`src/design/tll_pkg.sv`:
```
// constants, field layouts and carriers for the three-wire latch loader
// assumes one 100 MHz core clock; all serial pins are asynchronous to it
package tll_pkg;

  localparam int          WORD_W     = 24;
  localparam int          SEL_W      = 2;
  localparam int          PIN_N      = 4;
  localparam logic [23:0] LATCH_RST  = 24'h000000;

  // destination codes carried in the two lowest word bits
  localparam logic [1:0]  SEL_CTRL   = 2'h0;
  localparam logic [1:0]  SEL_REFDIV = 2'h1;
  localparam logic [1:0]  SEL_FBCNT  = 2'h2;
  localparam logic [1:0]  SEL_TEST   = 2'h3;

  // control latch fields
  localparam int          MON_LSB    = 5;
  localparam int          MON_W      = 3;
  localparam int          PD_LSB     = 20;
  localparam int          PD_W       = 2;
  localparam logic [2:0]  MON_LOCK   = 3'h1;
  localparam logic [2:0]  MON_RFDIV  = 3'h2;
  localparam logic [2:0]  MON_REFDIV = 3'h4;

  // apb map, byte addresses
  localparam logic [7:0]  ADDR_CTRL   = 8'h00;
  localparam logic [7:0]  ADDR_REFDIV = 8'h04;
  localparam logic [7:0]  ADDR_FBCNT  = 8'h08;
  localparam logic [7:0]  ADDR_TEST   = 8'h0c;
  localparam logic [7:0]  ADDR_SHIFT  = 8'h10;
  localparam logic [7:0]  ADDR_STATUS = 8'h14;
  localparam logic [7:0]  ADDR_CFG    = 8'h18;
  localparam logic        CFG_RST     = 1'b1;
  localparam logic [7:0]  LOAD_CNT_RST = 8'h00;

  // pin order inside the synchroniser bundle
  typedef struct packed {
    logic sclk;
    logic sdata;
    logic latch_load_strobe;
    logic chip_enable;
  } tll_pins_t;

  typedef struct packed {
    logic [7:0]  paddr;
    logic        psel;
    logic        penable;
    logic        pwrite;
    logic [31:0] pwdata;
  } tll_apb_req_t;

endpackage

```
`src/design/tll_sync_edge.sv`:
```
// two-flop synchroniser per pin, plus a third stage for edge finding
// assumes pins are asynchronous to clk and slower than half its rate
`timescale 1ns/1ps
module tll_sync_edge
  import tll_pkg::*;
(
  input  wire logic      clk,
  input  wire logic      rst,
  input  wire tll_pins_t pins_async,
  output tll_pins_t      level,
  output tll_pins_t      rise
);

  tll_pins_t meta;
  tll_pins_t sync;
  tll_pins_t prev;
  tll_pins_t next_meta;
  tll_pins_t next_sync;
  tll_pins_t next_prev;

  always_comb begin
    next_meta = pins_async;
    next_sync = meta;
    next_prev = sync;
  end

  // first stage feeds only the second
  always_ff @(posedge clk or posedge rst) begin
    if (rst) begin
      meta <= '0;
      sync <= '0;
      prev <= '0;
    end else begin
      meta <= next_meta;
      sync <= next_sync;
      prev <= next_prev;
    end
  end

  assign level = sync;
  assign rise  = sync & ~prev;

endmodule

```
`src/design/tll_latch_loader.sv`:
```
// three-wire serial programming port with four word latches and apb view
// assumes host drives sclk/sdata/strobe/ce slowly (160 ns serial period)
// and that lock_detect, rf_div_clk, ref_div_clk come from clk logic
`timescale 1ns/1ps
module tll_latch_loader
  import tll_pkg::*;
(
  input  wire logic        clk,
  input  wire logic        rst,
  input  wire logic        sclk,
  input  wire logic        sdata,
  input  wire logic        latch_load_strobe,
  input  wire logic        chip_enable,
  input  wire logic        lock_detect,
  input  wire logic        rf_div_clk,
  input  wire logic        ref_div_clk,
  input  wire logic [7:0]  paddr,
  input  wire logic        psel,
  input  wire logic        penable,
  input  wire logic        pwrite,
  input  wire logic [31:0] pwdata,
  output logic [31:0]      prdata,
  output logic             pready,
  output logic             pslverr,
  output logic             monitor_output_pin,
  output logic             pump_output_oe,
  output logic             powered_up
);

  tll_pins_t pins_async;
  tll_pins_t pin_level;
  tll_pins_t pin_rise;

  assign pins_async = '{sclk: sclk, sdata: sdata,
                        latch_load_strobe: latch_load_strobe,
                        chip_enable: chip_enable};

  // no decode sees a raw pin: two flops first, then a third
  // stage so each pin rise becomes a single-cycle pulse
  tll_sync_edge u_sync (
    .clk        (clk),
    .rst        (rst),
    .pins_async (pins_async),
    .level      (pin_level),
    .rise       (pin_rise)
  );

  logic [WORD_W-1:0] shift_word;
  logic [WORD_W-1:0] latch_ctrl;
  logic [WORD_W-1:0] latch_refdiv;
  logic [WORD_W-1:0] latch_fbcnt;
  logic [WORD_W-1:0] latch_test;
  logic [7:0]        load_count;
  logic              serial_enable;
  logic [WORD_W-1:0] next_shift_word;
  logic [WORD_W-1:0] next_latch_ctrl;
  logic [WORD_W-1:0] next_latch_refdiv;
  logic [WORD_W-1:0] next_latch_fbcnt;
  logic [WORD_W-1:0] next_latch_test;
  logic [7:0]        next_load_count;
  logic [SEL_W-1:0]  latch_select;

  // word bits 1:0 are latch_select_high_bit, latch_select_low_bit
  assign latch_select = shift_word[SEL_W-1:0];

  logic apb_write;
  assign apb_write = psel & penable & pready & pwrite;

  // shift and load share one process: a strobe rise in the cycle of
  // a clock rise still loads the word as it stood before that shift
  always_comb begin
    next_shift_word   = shift_word;
    next_latch_ctrl   = latch_ctrl;
    next_latch_refdiv = latch_refdiv;
    next_latch_fbcnt  = latch_fbcnt;
    next_latch_test   = latch_test;
    next_load_count   = load_count;
    // msb first, newest bit lands lowest
    if (pin_rise.sclk && serial_enable) begin
      next_shift_word = {shift_word[WORD_W-2:0], pin_level.sdata};
    end
    if (pin_rise.latch_load_strobe && serial_enable) begin
      next_load_count = load_count + 8'h01;
      unique case (latch_select)
        SEL_CTRL:   next_latch_ctrl   = shift_word;
        SEL_REFDIV: next_latch_refdiv = shift_word;
        SEL_FBCNT:  next_latch_fbcnt  = shift_word;
        SEL_TEST:   next_latch_test   = shift_word;
      endcase
    end
  end

  always_ff @(posedge clk or posedge rst) begin
    if (rst) begin
      shift_word   <= LATCH_RST;
      latch_ctrl   <= LATCH_RST;
      latch_refdiv <= LATCH_RST;
      latch_fbcnt  <= LATCH_RST;
      latch_test   <= LATCH_RST;
      load_count   <= LOAD_CNT_RST;
    end else begin
      shift_word   <= next_shift_word;
      latch_ctrl   <= next_latch_ctrl;
      latch_refdiv <= next_latch_refdiv;
      latch_fbcnt  <= next_latch_fbcnt;
      latch_test   <= next_latch_test;
      load_count   <= next_load_count;
    end
  end

  // power and monitor outputs
  logic [PD_W-1:0]  pd_bits;
  logic [MON_W-1:0] mon_sel;
  logic             next_powered_up;
  logic             next_pump_oe;
  logic             next_monitor;

  // pump follows the power state, so it never drives while the
  // part is down, whichever of pin or power-down bits caused it
  assign pd_bits = latch_ctrl[PD_LSB +: PD_W];
  assign mon_sel = latch_ctrl[MON_LSB +: MON_W];

  always_comb begin
    // power-down bits still gate power up
    next_powered_up = pin_level.chip_enable & ~(|pd_bits);
    next_pump_oe    = next_powered_up;
    // one clk of latency on the monitor; divided signals must stay
    // well below half the core rate to pass through intact
    // monitor source select
    unique case (mon_sel)
      MON_LOCK:   next_monitor = lock_detect;
      MON_RFDIV:  next_monitor = rf_div_clk;
      MON_REFDIV: next_monitor = ref_div_clk;
      default:    next_monitor = 1'b0;
    endcase
  end

  always_ff @(posedge clk or posedge rst) begin
    if (rst) begin
      powered_up         <= 1'b0;
      pump_output_oe     <= 1'b0;
      monitor_output_pin <= 1'b0;
    end else begin
      powered_up         <= next_powered_up;
      pump_output_oe     <= next_pump_oe;
      monitor_output_pin <= next_monitor;
    end
  end

  // apb slave: one wait state so every answer comes from a flop
  logic        next_pready;
  logic        next_pslverr;
  logic [31:0] next_prdata;
  logic        next_serial_enable;

  // latch words are 24 bits; the upper byte always reads zero
  function automatic logic [31:0] tll_pad(input logic [WORD_W-1:0] w);
    tll_pad = {8'h00, w};
  endfunction

  always_comb begin
    next_pready        = psel & penable & ~pready;
    next_pslverr       = 1'b0;
    next_prdata        = 32'h00000000;
    next_serial_enable = serial_enable;
    if (psel && penable && !pready) begin
      unique case (paddr)
        ADDR_CTRL:   next_prdata = tll_pad(latch_ctrl);
        ADDR_REFDIV: next_prdata = tll_pad(latch_refdiv);
        ADDR_FBCNT:  next_prdata = tll_pad(latch_fbcnt);
        ADDR_TEST:   next_prdata = tll_pad(latch_test);
        ADDR_SHIFT:  next_prdata = tll_pad(shift_word);
        ADDR_STATUS: next_prdata = {20'h00000, load_count,
                                    powered_up, pin_level.chip_enable,
                                    pd_bits};
        ADDR_CFG:    next_prdata = {31'h00000000, serial_enable};
        default:     next_pslverr = 1'b1;
      endcase
      if (pwrite && paddr != ADDR_CFG) begin
        next_pslverr = 1'b1;
      end
    end
    // write lands at the edge that samples pready high, the same
    // edge at which the master takes its answer
    if (apb_write && paddr == ADDR_CFG) begin
      next_serial_enable = pwdata[0];
    end
  end

  always_ff @(posedge clk or posedge rst) begin
    if (rst) begin
      pready        <= 1'b0;
      pslverr       <= 1'b0;
      prdata        <= 32'h00000000;
      serial_enable <= CFG_RST;
    end else begin
      pready        <= next_pready;
      pslverr       <= next_pslverr;
      prdata        <= next_prdata;
      serial_enable <= next_serial_enable;
    end
  end

endmodule

```
`config.mk`:
```
export PLATFORM = sky130hd
export DESIGN_NAME = tll_latch_loader
export DESIGN_NICKNAME = d
export VERILOG_FILES = /design/src/design/tll_pkg.sv /design/src/design/tll_sync_edge.sv /design/src/design/tll_latch_loader.sv
export SDC_FILE = /design/constraint.sdc
export NUM_CORES = 1
export LEC_CHECK = 0
export ABC_AREA = 1
export BUFFER_PORTS_ARGS = -buffer_cell sky130_fd_sc_hd__clkbuf_2
export CAP_MARGIN = 30
export CORE_MARGIN = 2
export CORE_UTILIZATION = 42
export CTS_BUF_LIST = sky130_fd_sc_hd__clkbuf_2 sky130_fd_sc_hd__clkbuf_4 sky130_fd_sc_hd__clkbuf_8
export CTS_CLUSTER_DIAMETER = 100
export DETAILED_ROUTE_END_ITERATION = 12
export SYNTH_ARGS = -nofsm -noshare
export SYNTH_HDL_FRONTEND = slang
export SYNTH_HIERARCHICAL = 1
export SYNTH_SLANG_ARGS = --single-unit
export TNS_END_PERCENT = 30
```
`constraint.sdc`:
```
create_clock -name clk -period 7.5 [get_ports clk]
set_input_delay 0.75 -clock clk [delete_from_list [all_inputs] [get_ports clk]]
set_output_delay 0.75 -clock clk [all_outputs]
set_load 0.03 [all_outputs]
```
Yosys cells after proc, flatten, opt, wreduce, memory -nomap -nowiden. Cells that the tools add are included.

Add/sub/neg operators: 1. Eq/ne operators: 13. Multiplexer cells: 6. Bitwise logic cells: 9. Reductions and logical operators: 15.

Operator list (number): $pmux W24 S7 (1); $eq A8 B5 Y1 const B (3); $mux W24 (1); $eq A8 B4 Y1 const B (2); $add A8 B1 Y8 const B (1); $eq A8 B3 Y1 const B (1); $logic_not A8 Y1 (1); $ne A8 B5 Y1 const B (1); $reduce_and A2 Y1 (4); $reduce_or A7 Y1 (1); $logic_and A1 B1 Y1 (6); $and A1 B1 Y1 (5); $and A4 B4 Y4 (1); $eq A2 B2 Y1 const B (2); $not A4 Y4 (1); $eq A3 B1 Y1 const B (1); $eq A3 B2 Y1 const B (1); $eq A3 B3 Y1 const B (1); $mux W1 (3); $pmux W1 S3 (1); $eq A2 B1 Y1 const B (1); $logic_not A2 Y1 (1); $not A1 Y1 (2); $reduce_or A2 Y1 (1); $logic_not A1 Y1 (1).

Flip-flop bits (word level): 177. Input bits: 52. Output and inout port bits: 37. Word-level logic and storage cells: 68.

Depth between registers and ports, before layout. Gate-level depths: netlist of run 1.

Word-level depth: 5. Depth in mapped cells: 9. Gate-level depth less buffers: 8.

Cells and area by module. The synthesis of run 1 kept the hierarchy.

By module, submodules not included: tll_latch_loader (times used 1, cells an instance 797, area each 6930.4 um^2, sequential area each 3930.0 um^2); tll_sync_edge (times used 1, cells an instance 21, area each 344.1 um^2, sequential area each 300.3 um^2).

Worst setup path before layout of run 1. OpenSTA, ideal clock, no wires.

Path kind: input-to-reg. From: input paddr[5]. To: register prdata[13]. Library setup time: 69 ps. Arrival: 1580 ps. Data required time: 7431 ps. Path slack: 5851 ps. Cell stages on the path: 8. Buffers on the path: 1. Cell sequence: nor2_2 nand2_4 inv_2 nand2_1 buf_2 o21ai_0 nor2_1 nor2_2.

Cells in the longest elaborated chain, start to end: 3. Elaborated cells on any way between the ends: 9. Those cells by class: eq/ne: 6; mux: 2; reduce/logical: 1.

RTL lines: start, declared (line tll_latch_loader.sv:17) `input wire logic [7:0] paddr,`; $eq A8 B5 Y1, or another cell as far along (line tll_latch_loader.sv:167) `unique case (paddr)`; $pmux W24 S7 (*) (line tll_latch_loader.sv:167); $mux W24 (*) (line tll_latch_loader.sv:166) `if (psel && penable && !pready) begin`; net next_prdata[13] (line tll_latch_loader.sv:153) `logic [31:0] next_prdata;`; end signal, assigned (line tll_latch_loader.sv:199) `prdata <= next_prdata;`; end, declared (line tll_latch_loader.sv:22) `output logic [31:0] prdata,`.

Mark *: on every way through the listed nets, which the timed path passes. The rest lies on a longest branch. A chain may end at the register's enable or synchronous reset.

Worst setup path after layout of run 1.
From: register serial_enable. To: register latch_test[9].

Cells in the longest elaborated chain, start to end: 2.

RTL lines: start, declared (line tll_latch_loader.sv:54) `logic serial_enable;`; start signal, assigned (line tll_latch_loader.sv:200) `serial_enable <= next_serial_enable;`; $logic_and A1 B1 Y1 (line tll_latch_loader.sv:82) `if (pin_rise.latch_load_strobe && serial_enable) begin`; $reduce_and A2 Y1 (no line); end signal, assigned (line tll_latch_loader.sv:106) `latch_test <= next_latch_test;`; end, declared (line tll_latch_loader.sv:52) `logic [WORD_W-1:0] latch_test;`.

No other way between the ends.

==> impl_metrics.toml, run 1 <==
[cells_and_area]
final_nets = 902
final_area_mm2 = 0.00799
final_layout_size_suffix_gt1_share_pct = 16.9
n_antenna_cell = 0
area_delta_synth_final_pct = 11.0

[pwr]
ir_worst_vdd_mv = 0.110
powerDensity_mw_per_mm2 = 208
p_leak_nw = 3.67

[synth]
avgSynthCellArea_um2 = 8.87
ys_warn_count = 6
syn_area_mm2 = 0.00720
syn_inst = 812

[worst_setup_path]
required_ns = 7.84
crit_slowest_cell = "dfstp_2"
endpoint_kind = "flop"
arrival_ns = 2.35
path_max_fanout = 20
cp_cell_sequence = "nand2_2 -> nor3_4 -> buf_8 -> inv_2 -> nand2_1 -> o21ai_2"
critPathLaunchType = "flop"
crit_buf_inv = 2
critPathKind = "flop to flop"
path_delay_family = "simple AND/OR/NAND/NOR gates"
cpPeakStageDelay_ns = 0.62

[timing]
rsz0062_at_grt = "false"
period_share_pct = 26.7
slew_violations = 0
slew_headroom_pct = 41.5
min_period_ns = 2.00
tns_ns = 0
finClkSkew_ns = 0.0132
hold_viol = 0
max_freq_mhz = 500
finalSetupViolCount = 0
tightest_slew_ns = 0.876

[route]
drtPass1Iterations = 7
drt_wl_total_mm = 15.7
drt_iter0_markers = 343
wire_per_inst_um = 14.5
vias = 5254
viasPerCell = 4.86
drcViolationCount = 0
antenna_left = 0

[clock_network]
numCtsBuffers = 17
cts_tree = "built"
cts-root-buf = "clkbuf_8"
cts_setup_buffers = 0
cts.sink_count = 167
cts-resized-gates = 0
clock_latency_ns = 0.47
h-tree-depth = 4
ctsHoldBuffers = 0
clockBufferDepth = 2
path_clk_slew_ns = 0.09

[die]
io_pins = 89
core_area_mm2 = 0.0167
die-area_mm2 = 0.0182
initial_utilization_pct = 43.1
fp.dieW_um = 135
rows = 47
die_y_um = 135

[job]
drv_cap = 0

[placement]
dpl.hpwl_mm = 9.83
gp_congestion = 0.750
numPortBuffers = 49
dpl_cell_area_mm2 = 0.00756

[global_routing]
antenna_found_initial = 0
grt_pass1_wl_mm = 26.8
grt_max_degree = 76
track_usage_pct = 19.1
grt_pass1_vias = 5098
gr-total-overflow = 0

[run_status]
status = "finished, final reports clean"

[min_path]
min-delay-path-class = "primary input to asynchronous set/reset pin"
==> final timing paths <==
kind / start / end / slack [ns] / depth (start not counted)
hold reg to reg: u_sync/meta[1]$_DFF_PP0_ / u_sync/level[1]$_DFF_PP0_ / 0.36 / 0
setup / recovery: serial_enable$_DFFE_PP1P_ / latch_test[9]$_DFFE_PP0P_ / 5.50 / 6
max in group asynchronous: rst / latch_refdiv[10]$_DFFE_PP0P_ / 5.94 / 4
min in group clk: u_sync/meta[1]$_DFF_PP0_ / u_sync/level[1]$_DFF_PP0_ / 0.36 / 0
hold / removal: rst / u_sync/prev[3]$_DFF_PP0_ / 0.28 / 2
setup reg to reg: serial_enable$_DFFE_PP1P_ / latch_test[9]$_DFFE_PP0P_ / 5.50 / 6
==> report_power, final <==
| group | leakage (nW) | internal (mW) | switching [mW] |
|---|---|---|---|
| combinational | 1.15 | 0.0101 | 0.0406 |
| sequential | 2.30 | 0.903 | 0.00204 |
| clock | 0.214 | 0.374 | 0.333 |
==> registers in the layout, summed over array words and instances (netlist names) <==
name                cells
shift_word             24
serial_enable           1
powered_up              1
u_sync/prev             2
u_sync/level            4
latch_fbcnt            24
latch_ctrl             24
latch_test             24
latch_refdiv           24
monitor_output_pin      1
u_sync/meta             4
load_count              8
pslverr                 1
pready                  1
prdata                 24
==> layout make-up <==
cell class	instances	area, um^2
Clock buffer	20	256
Clock inverter	12	175
Fill cell	1650	8710
Inverter	70	268
Multi-Input combinational cell	539	2530
Sequential cell	167	4180
Tap cell	220	275
Timing Repair Buffer	54	310
==> stage by stage <==
stage | power [mW] | utilization (%) | std cells | hold slack [ns] | setup slack (ns)
floorplan | 0.960 | - | 819 | 0.331 | 2.52
global placement | 0.974 | 45.0 | 1048 | 0.334 | 4.99
detailed placement | 0.976 | 45.3 | 1050 | 0.336 | 5.02
CTS | 1.68 | 47.9 | 1082 | 0.275 | 5.45
global route | 1.73 | 47.9 | 1082 | 0.291 | 5.32
finish | 1.66 | 47.9 | 1082 | 0.282 | 5.50
==> cells in the final DEF (no fill, tap or decap), types with 4 or more instances in the layout <==
master     count
dfrtp_1      166
clkbuf_8      17
bufinv_16      4
nor2_2        19
clkbuf_2      49
o21ai_2       10
nand3_1       62
inv_1         61
conb_1         8
xor2_1         5
nand2_2        5
nor2_4         6
inv_2          8
nor2_1        57
o21ai_0       45
a21oi_1        6
o21ai_1       69
nand2_1      229
==> metal layers <==
layer / global-route usage, % / part of all wire [%]
met1: 27.5 / 50
met2: 29.1 / 44
met3: 4.28 / 5.0
met4: 5.56 / 1.2
met5: 0 / 0
Note: power is estimated with default switching activity, not from simulation.
==> run 2: changes to the inputs <==
==> constraint.sdc (replaced) <==
create_clock -name clk -period 1.83 [get_ports clk]
set_input_delay 0.183 -clock clk [delete_from_list [all_inputs] [get_ports clk]]
set_output_delay 0.183 -clock clk [all_outputs]
set_load 0.03 [all_outputs]
==> run 2 against run 1 <==
Net effect: die area stayed put; non-clock buffer count is 27 higher; sequential power grew to 4.1 times the previous value; clock skew is 0.0036 ns higher; largest cell class unchanged; highest routed layer unchanged.
==> impl_metrics.toml, run 2 (synthesized netlist as in run 1, its figures left out) <==
[route]
drt_wl_total_mm = 16.0
drt_iter0_markers = 404
drtPass1Iterations = 4
vias = 5287
drcViolationCount = 0
antenna_left = 0
wire_per_inst_um = 14.4
viasPerCell = 4.77

[placement]
gp_congestion = 0.776
dpl_cell_area_mm2 = 0.00772
numPortBuffers = 49
dp.cells = 1067
dpl.hpwl_mm = 10.2

[global_routing]
track_usage_pct = 19.0
grt_pass1_vias = 4993
gr-total-overflow = 0
grt_max_degree = 75
antenna_found_initial = 0
grt_pass1_wl_mm = 26.5

[cells_and_area]
final_cells = 1109
n_antenna_cell = 0
area_delta_synth_final_pct = 14.4
final_common_cell = "nand2_1"
fillers = 1647
final_layout_size_suffix_gt1_share_pct = 18.3
final_nets = 929
final_cell_mix = "nand2_1 (229), dfrtp_1 (166), o21ai_1 (69)"
final_area_mm2 = 0.00824

[timing]
slew_headroom_pct = 59.9
period_share_pct = 83.1
finalSetupViolCount = 0
tightest_slew_ns = 0.601
tns_ns = 0
finClkSkew_ns = 0.0167
min_period_ns = 1.52
slew_violations = 0
rsz0062_at_grt = "false"
hold_viol = 0
max_freq_mhz = 658

[clock_network]
clockBufferDepth = 2
cts-resized-gates = 0
clock_latency_ns = 0.46
cts.sink_count = 167
h-tree-depth = 4
cts_tree = "built"
cts-root-buf = "clkbuf_8"
path_clk_slew_ns = 0.09
cts_setup_buffers = 0
numCtsBuffers = 17

[worst_setup_path]
path_max_fanout = 7
reg2regPathDepth = 6
required_ns = 2.18
crit_start = "serial_enable$_DFFE_PP1P_"
critPathLaunchType = "flop"
rr_startpoint = "serial_enable$_DFFE_PP1P_"
reg2reg_setup_slack_ns = 0.31
endpoint_kind = "flop"
critPathKind = "flop to flop"
reg2reg_to = "load_count[6]$_DFFE_PP0P_"
arrival_ns = 1.87

[job]
drv_cap = 0

[die]
rows = 47
die-area_mm2 = 0.0182
io_pins = 89
fp.dieW_um = 135
initial_utilization_pct = 43.1
die_y_um = 135
core_area_mm2 = 0.0167

[pwr]
p_leak_nw = 3.81
power.total_mw = 6.72
ir_worst_vdd_mv = 0.457
powerDensity_mw_per_mm2 = 816

[min_path]
min_to = "monitor_output_pin$_DFF_PP0_"
holdPathStages = 3
min_from = "rf_div_clk"
min-delay-path-class = "primary input to flop"

[run_status]
status = "finished, final reports clean"
## run 2: cell types whose count changed in the layout (fill, tap and decap cells not counted), moves of 2 or more
cell | previous run | this run
buf_4 | 3 | 17
clkbuf_8 | 17 | 19
buf_12 | 0 | 5
dlygate4sd3_1 | 0 | 10
clkbuf_4 | 3 | 1
clkinv_2 | 3 | 5
## run 2: worst max-delay path: stages, from the launching register on
cell and delay, ns:
dfstp_2 0.57, nand2_2 0.16, nor2_1 0.20, and3_1 0.21, nand2_1 0.07, xor2_1 0.15, inv_1 0.05
## run 2: cell type report
type | instances | area [um^2] | share of cell area [%]
repair buffers | 81 | 573 | 6.95
clock inverters | 12 | 148 | 1.79
well taps | 220 | 275 | 3.34
clock buffers | 20 | 269 | 3.26
inverters | 70 | 267 | 3.23
multi-input cells | 539 | 2530 | 30.7
flip-flops and latches | 167 | 4180 | 50.7
## run 2: through the flow
| step | setup slack (ns) | hold slack, ns | util (%) |
|---|---|---|---|
| final | 0.309 | 0.0509 | 49.3 |
| after global routing | 0.203 | 0.0624 | 49.3 |
| after CTS | 0.285 | 0.0283 | 49.3 |
| after detailed placement | 0.266 | 0.197 | 46.2 |
| after global placement | 0.297 | 0.187 | 46.2 |
| after floorplan | -0.339 | 0.0232 | - |
## run 2: metal layers
metal	up-vias	global-route usage, %	wire length, um
met5	-	0	0
met4	0	6.77	230
met1	2460	28.3	8090
met3	17	3.57	752
met2	115	27.6	6920
li1	2695	-	-
## run 2: how the worst max path moves through the flow
stage | end | slack, ns | depth (start not counted)
floorplan | latch_ctrl[0]$_DFFE_PP0P_ | -0.34 | 1
global placement | prdata[23]$_DFF_PP0_ | 0.30 | 9
detailed placement | prdata[21]$_DFF_PP0_ | 0.27 | 9
CTS | load_count[7]$_DFFE_PP0P_ | 0.29 | 6
global route | load_count[7]$_DFFE_PP0P_ | 0.20 | 6
finish | load_count[6]$_DFFE_PP0P_ | 0.31 | 6
## run 2: where the power goes
group          total, mW  switching [mW]  internal, mW
combinational      0.232           0.171        0.0611
clock               2.78            1.35          1.43
sequential          3.71         0.00836          3.70
total               6.72            1.53          5.20
## run 2: repair_timing
item / in CTS / in global routing
hold buffers: 10 / 0
endpoints found under the setup margin: 0 / 0
endpoints found under the hold margin: 174 / 0
==> run 3: changes to the inputs <==
--- a/config.mk
+++ b/config.mk
@@ -5,7 +5,7 @@
 export SDC_FILE = /design/constraint.sdc
 export NUM_CORES = 1
 export LEC_CHECK = 0
-export ABC_AREA = 1
+export ABC_AREA = 0
 export BUFFER_PORTS_ARGS = -buffer_cell sky130_fd_sc_hd__clkbuf_2
 export CAP_MARGIN = 30
 export CORE_MARGIN = 2
==> constraint.sdc (replaced) <==
create_clock -name clk -period 1.5 [get_ports clk]
set_input_delay 0.15 -clock clk [delete_from_list [all_inputs] [get_ports clk]]
set_output_delay 0.15 -clock clk [all_outputs]
set_load 0.03 [all_outputs]
==> run 3 against run 2 <==
Net effect: the run now ends with negative setup slack left; worst setup slack got worse by 0.37 ns; non-clock buffer count is 42 higher; die area down 1.0%; final cell count down 25%; synthesized cell count fell by 40%; first-iteration DRC count decreased by 25%; routed wire length up 2.3%; critical path type unchanged; critical endpoint is now latch_ctrl[20]$_DFFE_PP0P_.
==> impl_metrics.toml, run 3 <==
[global_routing]
grt_max_degree = 80
gr-total-overflow = 0
grt_pass1_wl_mm = 26.6
track_usage_pct = 19.4
grt_pass1_vias = 4729
antenna_found_initial = 0

[placement]
gp_congestion = 0.781
numPortBuffers = 49
dpl.hpwl_mm = 10.6
dp.cells = 780
dpl_cell_area_mm2 = 0.00797
place_ws_ns = -0.248

[clock_network]
cts.sink_count = 167
cts-root-buf = "clkbuf_8"
path_clk_slew_ns = 0.08
h-tree-depth = 4
clock_latency_ns = 0.46
cts_tree = "built"
numCtsBuffers = 17
clockBufferDepth = 2

[timing]
layout_setup_ws_ns = -0.0574
finClkSkew_ns = 0.0143
period_share_pct = 104
finalSetupViolCount = 35
hold_viol = 0
min_period_ns = 1.56
tns_ns = -0.770
slew_violations = 0
max_freq_mhz = 642
rsz0062_at_grt = "true"
whs_ns = 0.156

[min_path]
min-delay-path-class = "primary input to flop"
holdPathStages = 4

[worst_setup_path]
critPathLaunchType = "flop"
crit_path_end = "latch_ctrl[20]$_DFFE_PP0P_"
critPathKind = "flop to flop"
required_ns = 1.85
reg2reg_to = "latch_ctrl[20]$_DFFE_PP0P_"
cp_cell_sequence = "nand2_2 -> nor3_4 -> buf_4 -> buf_8 -> mux2_4"
arrival_ns = 1.91
path_max_fanout = 5
cpPeakStageDelay_ns = 0.57
reg2regPathDepth = 5
endpoint_kind = "flop"
crit_slowest_cell = "dfstp_2"
rr_startpoint = "serial_enable$_DFFE_PP1P_"
reg2reg_setup_slack_ns = -0.06
crit_start = "serial_enable$_DFFE_PP1P_"

[route]
drtPass1Iterations = 4
vias = 4394
top_layer = "met4"
route.met2.wl_mm = 8.14
antenna_left = 0
wire_per_inst_um = 19.6
drt_iter0_markers = 305
route.met3.wl_um = 641
viasPerCell = 5.27
drt_wl_total_mm = 16.4
drcViolationCount = 0
drt-met1-wl_mm = 7.33

[die]
core_area_mm2 = 0.0166
die-area_mm2 = 0.0180
fp.dieW_um = 134
die_y_um = 134
io_pins = 89
initial_utilization_pct = 43.0
rows = 47

[run_status]
violations = "negative setup slack"
status = "finished with violations"

[pwr]
powerDensity_mw_per_mm2 = 949
power.total_mw = 8.27
p_leak_nw = 4.31
ir_worst_vdd_mv = 0.526

[cells_and_area]
n_antenna_cell = 0
area_delta_synth_final_pct = 22.4
final_util_pct = 52.6
final_area_mm2 = 0.00872
final_common_cell = "dfrtp_1"
final_cells = 834
final_cell_mix = "dfrtp_1 (166), mux2_2 (107), clkbuf_2 (49)"
final_nets = 654
final_layout_size_suffix_gt1_share_pct = 49.0

[synth]
ys_warn_count = 6
avgSynthCellArea_um2 = 14.5
syn_area_mm2 = 0.00713
syn_inst = 490

[job]
drv_cap = 0
-- run 3: changes by cell type in the layout (fill, tap and decap cells not counted), moves of 16 or more --
cell,change
mux2_4,+21
nand3_1,-57
o21ai_1,-69
inv_1,-57
mux2_2,+106
o21ai_0,-43
nor2_2,-19
buf_4,+31
nor2_1,-33
a22oi_1,+16
nand2_1,-218
-- run 3: area by class of cell --
class	count	area, um^2
clock buffers	23	304
flip-flops and latches	167	4180
repair buffers	123	976
well taps	220	275
clock inverters	9	115
multi-input cells	287	2850
inverters	5	22.5
fillers	1402	7860
-- run 3: critical path, delay by kind of cell (launching register included) --
| family | cells | cell delay, ns |
|---|---|---|
| flops | 1 | 0.57 |
| buf+inv | 2 | 0.33 |
| simple gates | 2 | 0.24 |
| mux | 1 | 0.30 |
-- run 3: how the worst min path moves through the flow --
stage               start                         end
global placement      rst   shift_word[0]$_DFFE_PP0P_
detailed placement    rst   shift_word[0]$_DFFE_PP0P_
finish               psel            pready$_DFF_PP0_
global route          rst  latch_fbcnt[2]$_DFFE_PP0P_
CTS                  psel            pready$_DFF_PP0_
floorplan             rst   u_sync/level[0]$_DFF_PP0_
-- run 3: layer usage --
layer | track usage, % | vias up
met5 | 0 | -
met4 | 5.79 | 0
met3 | 3.93 | 17
met2 | 32.1 | 101
met1 | 26.0 | 2293
li1 | - | 1983
-- run 3: repair_timing --
action / 4_1_cts / 5_1_grt
endpoints found under the setup margin: 82 / 91
pin swaps: 0 / 1
setup buffers: 7 / 3
gates cloned: 1 / 1
gates resized for setup: 17 / 16
hold buffers: 11 / 0
hold endpoints to repair: 173 / 0
-- run 3: power by group --
part,internal [mW],switching (mW),leakage (nW)
logic,0.146,0.259,1.80
registers,4.52,0.0115,2.30
clock network,1.70,1.64,0.210
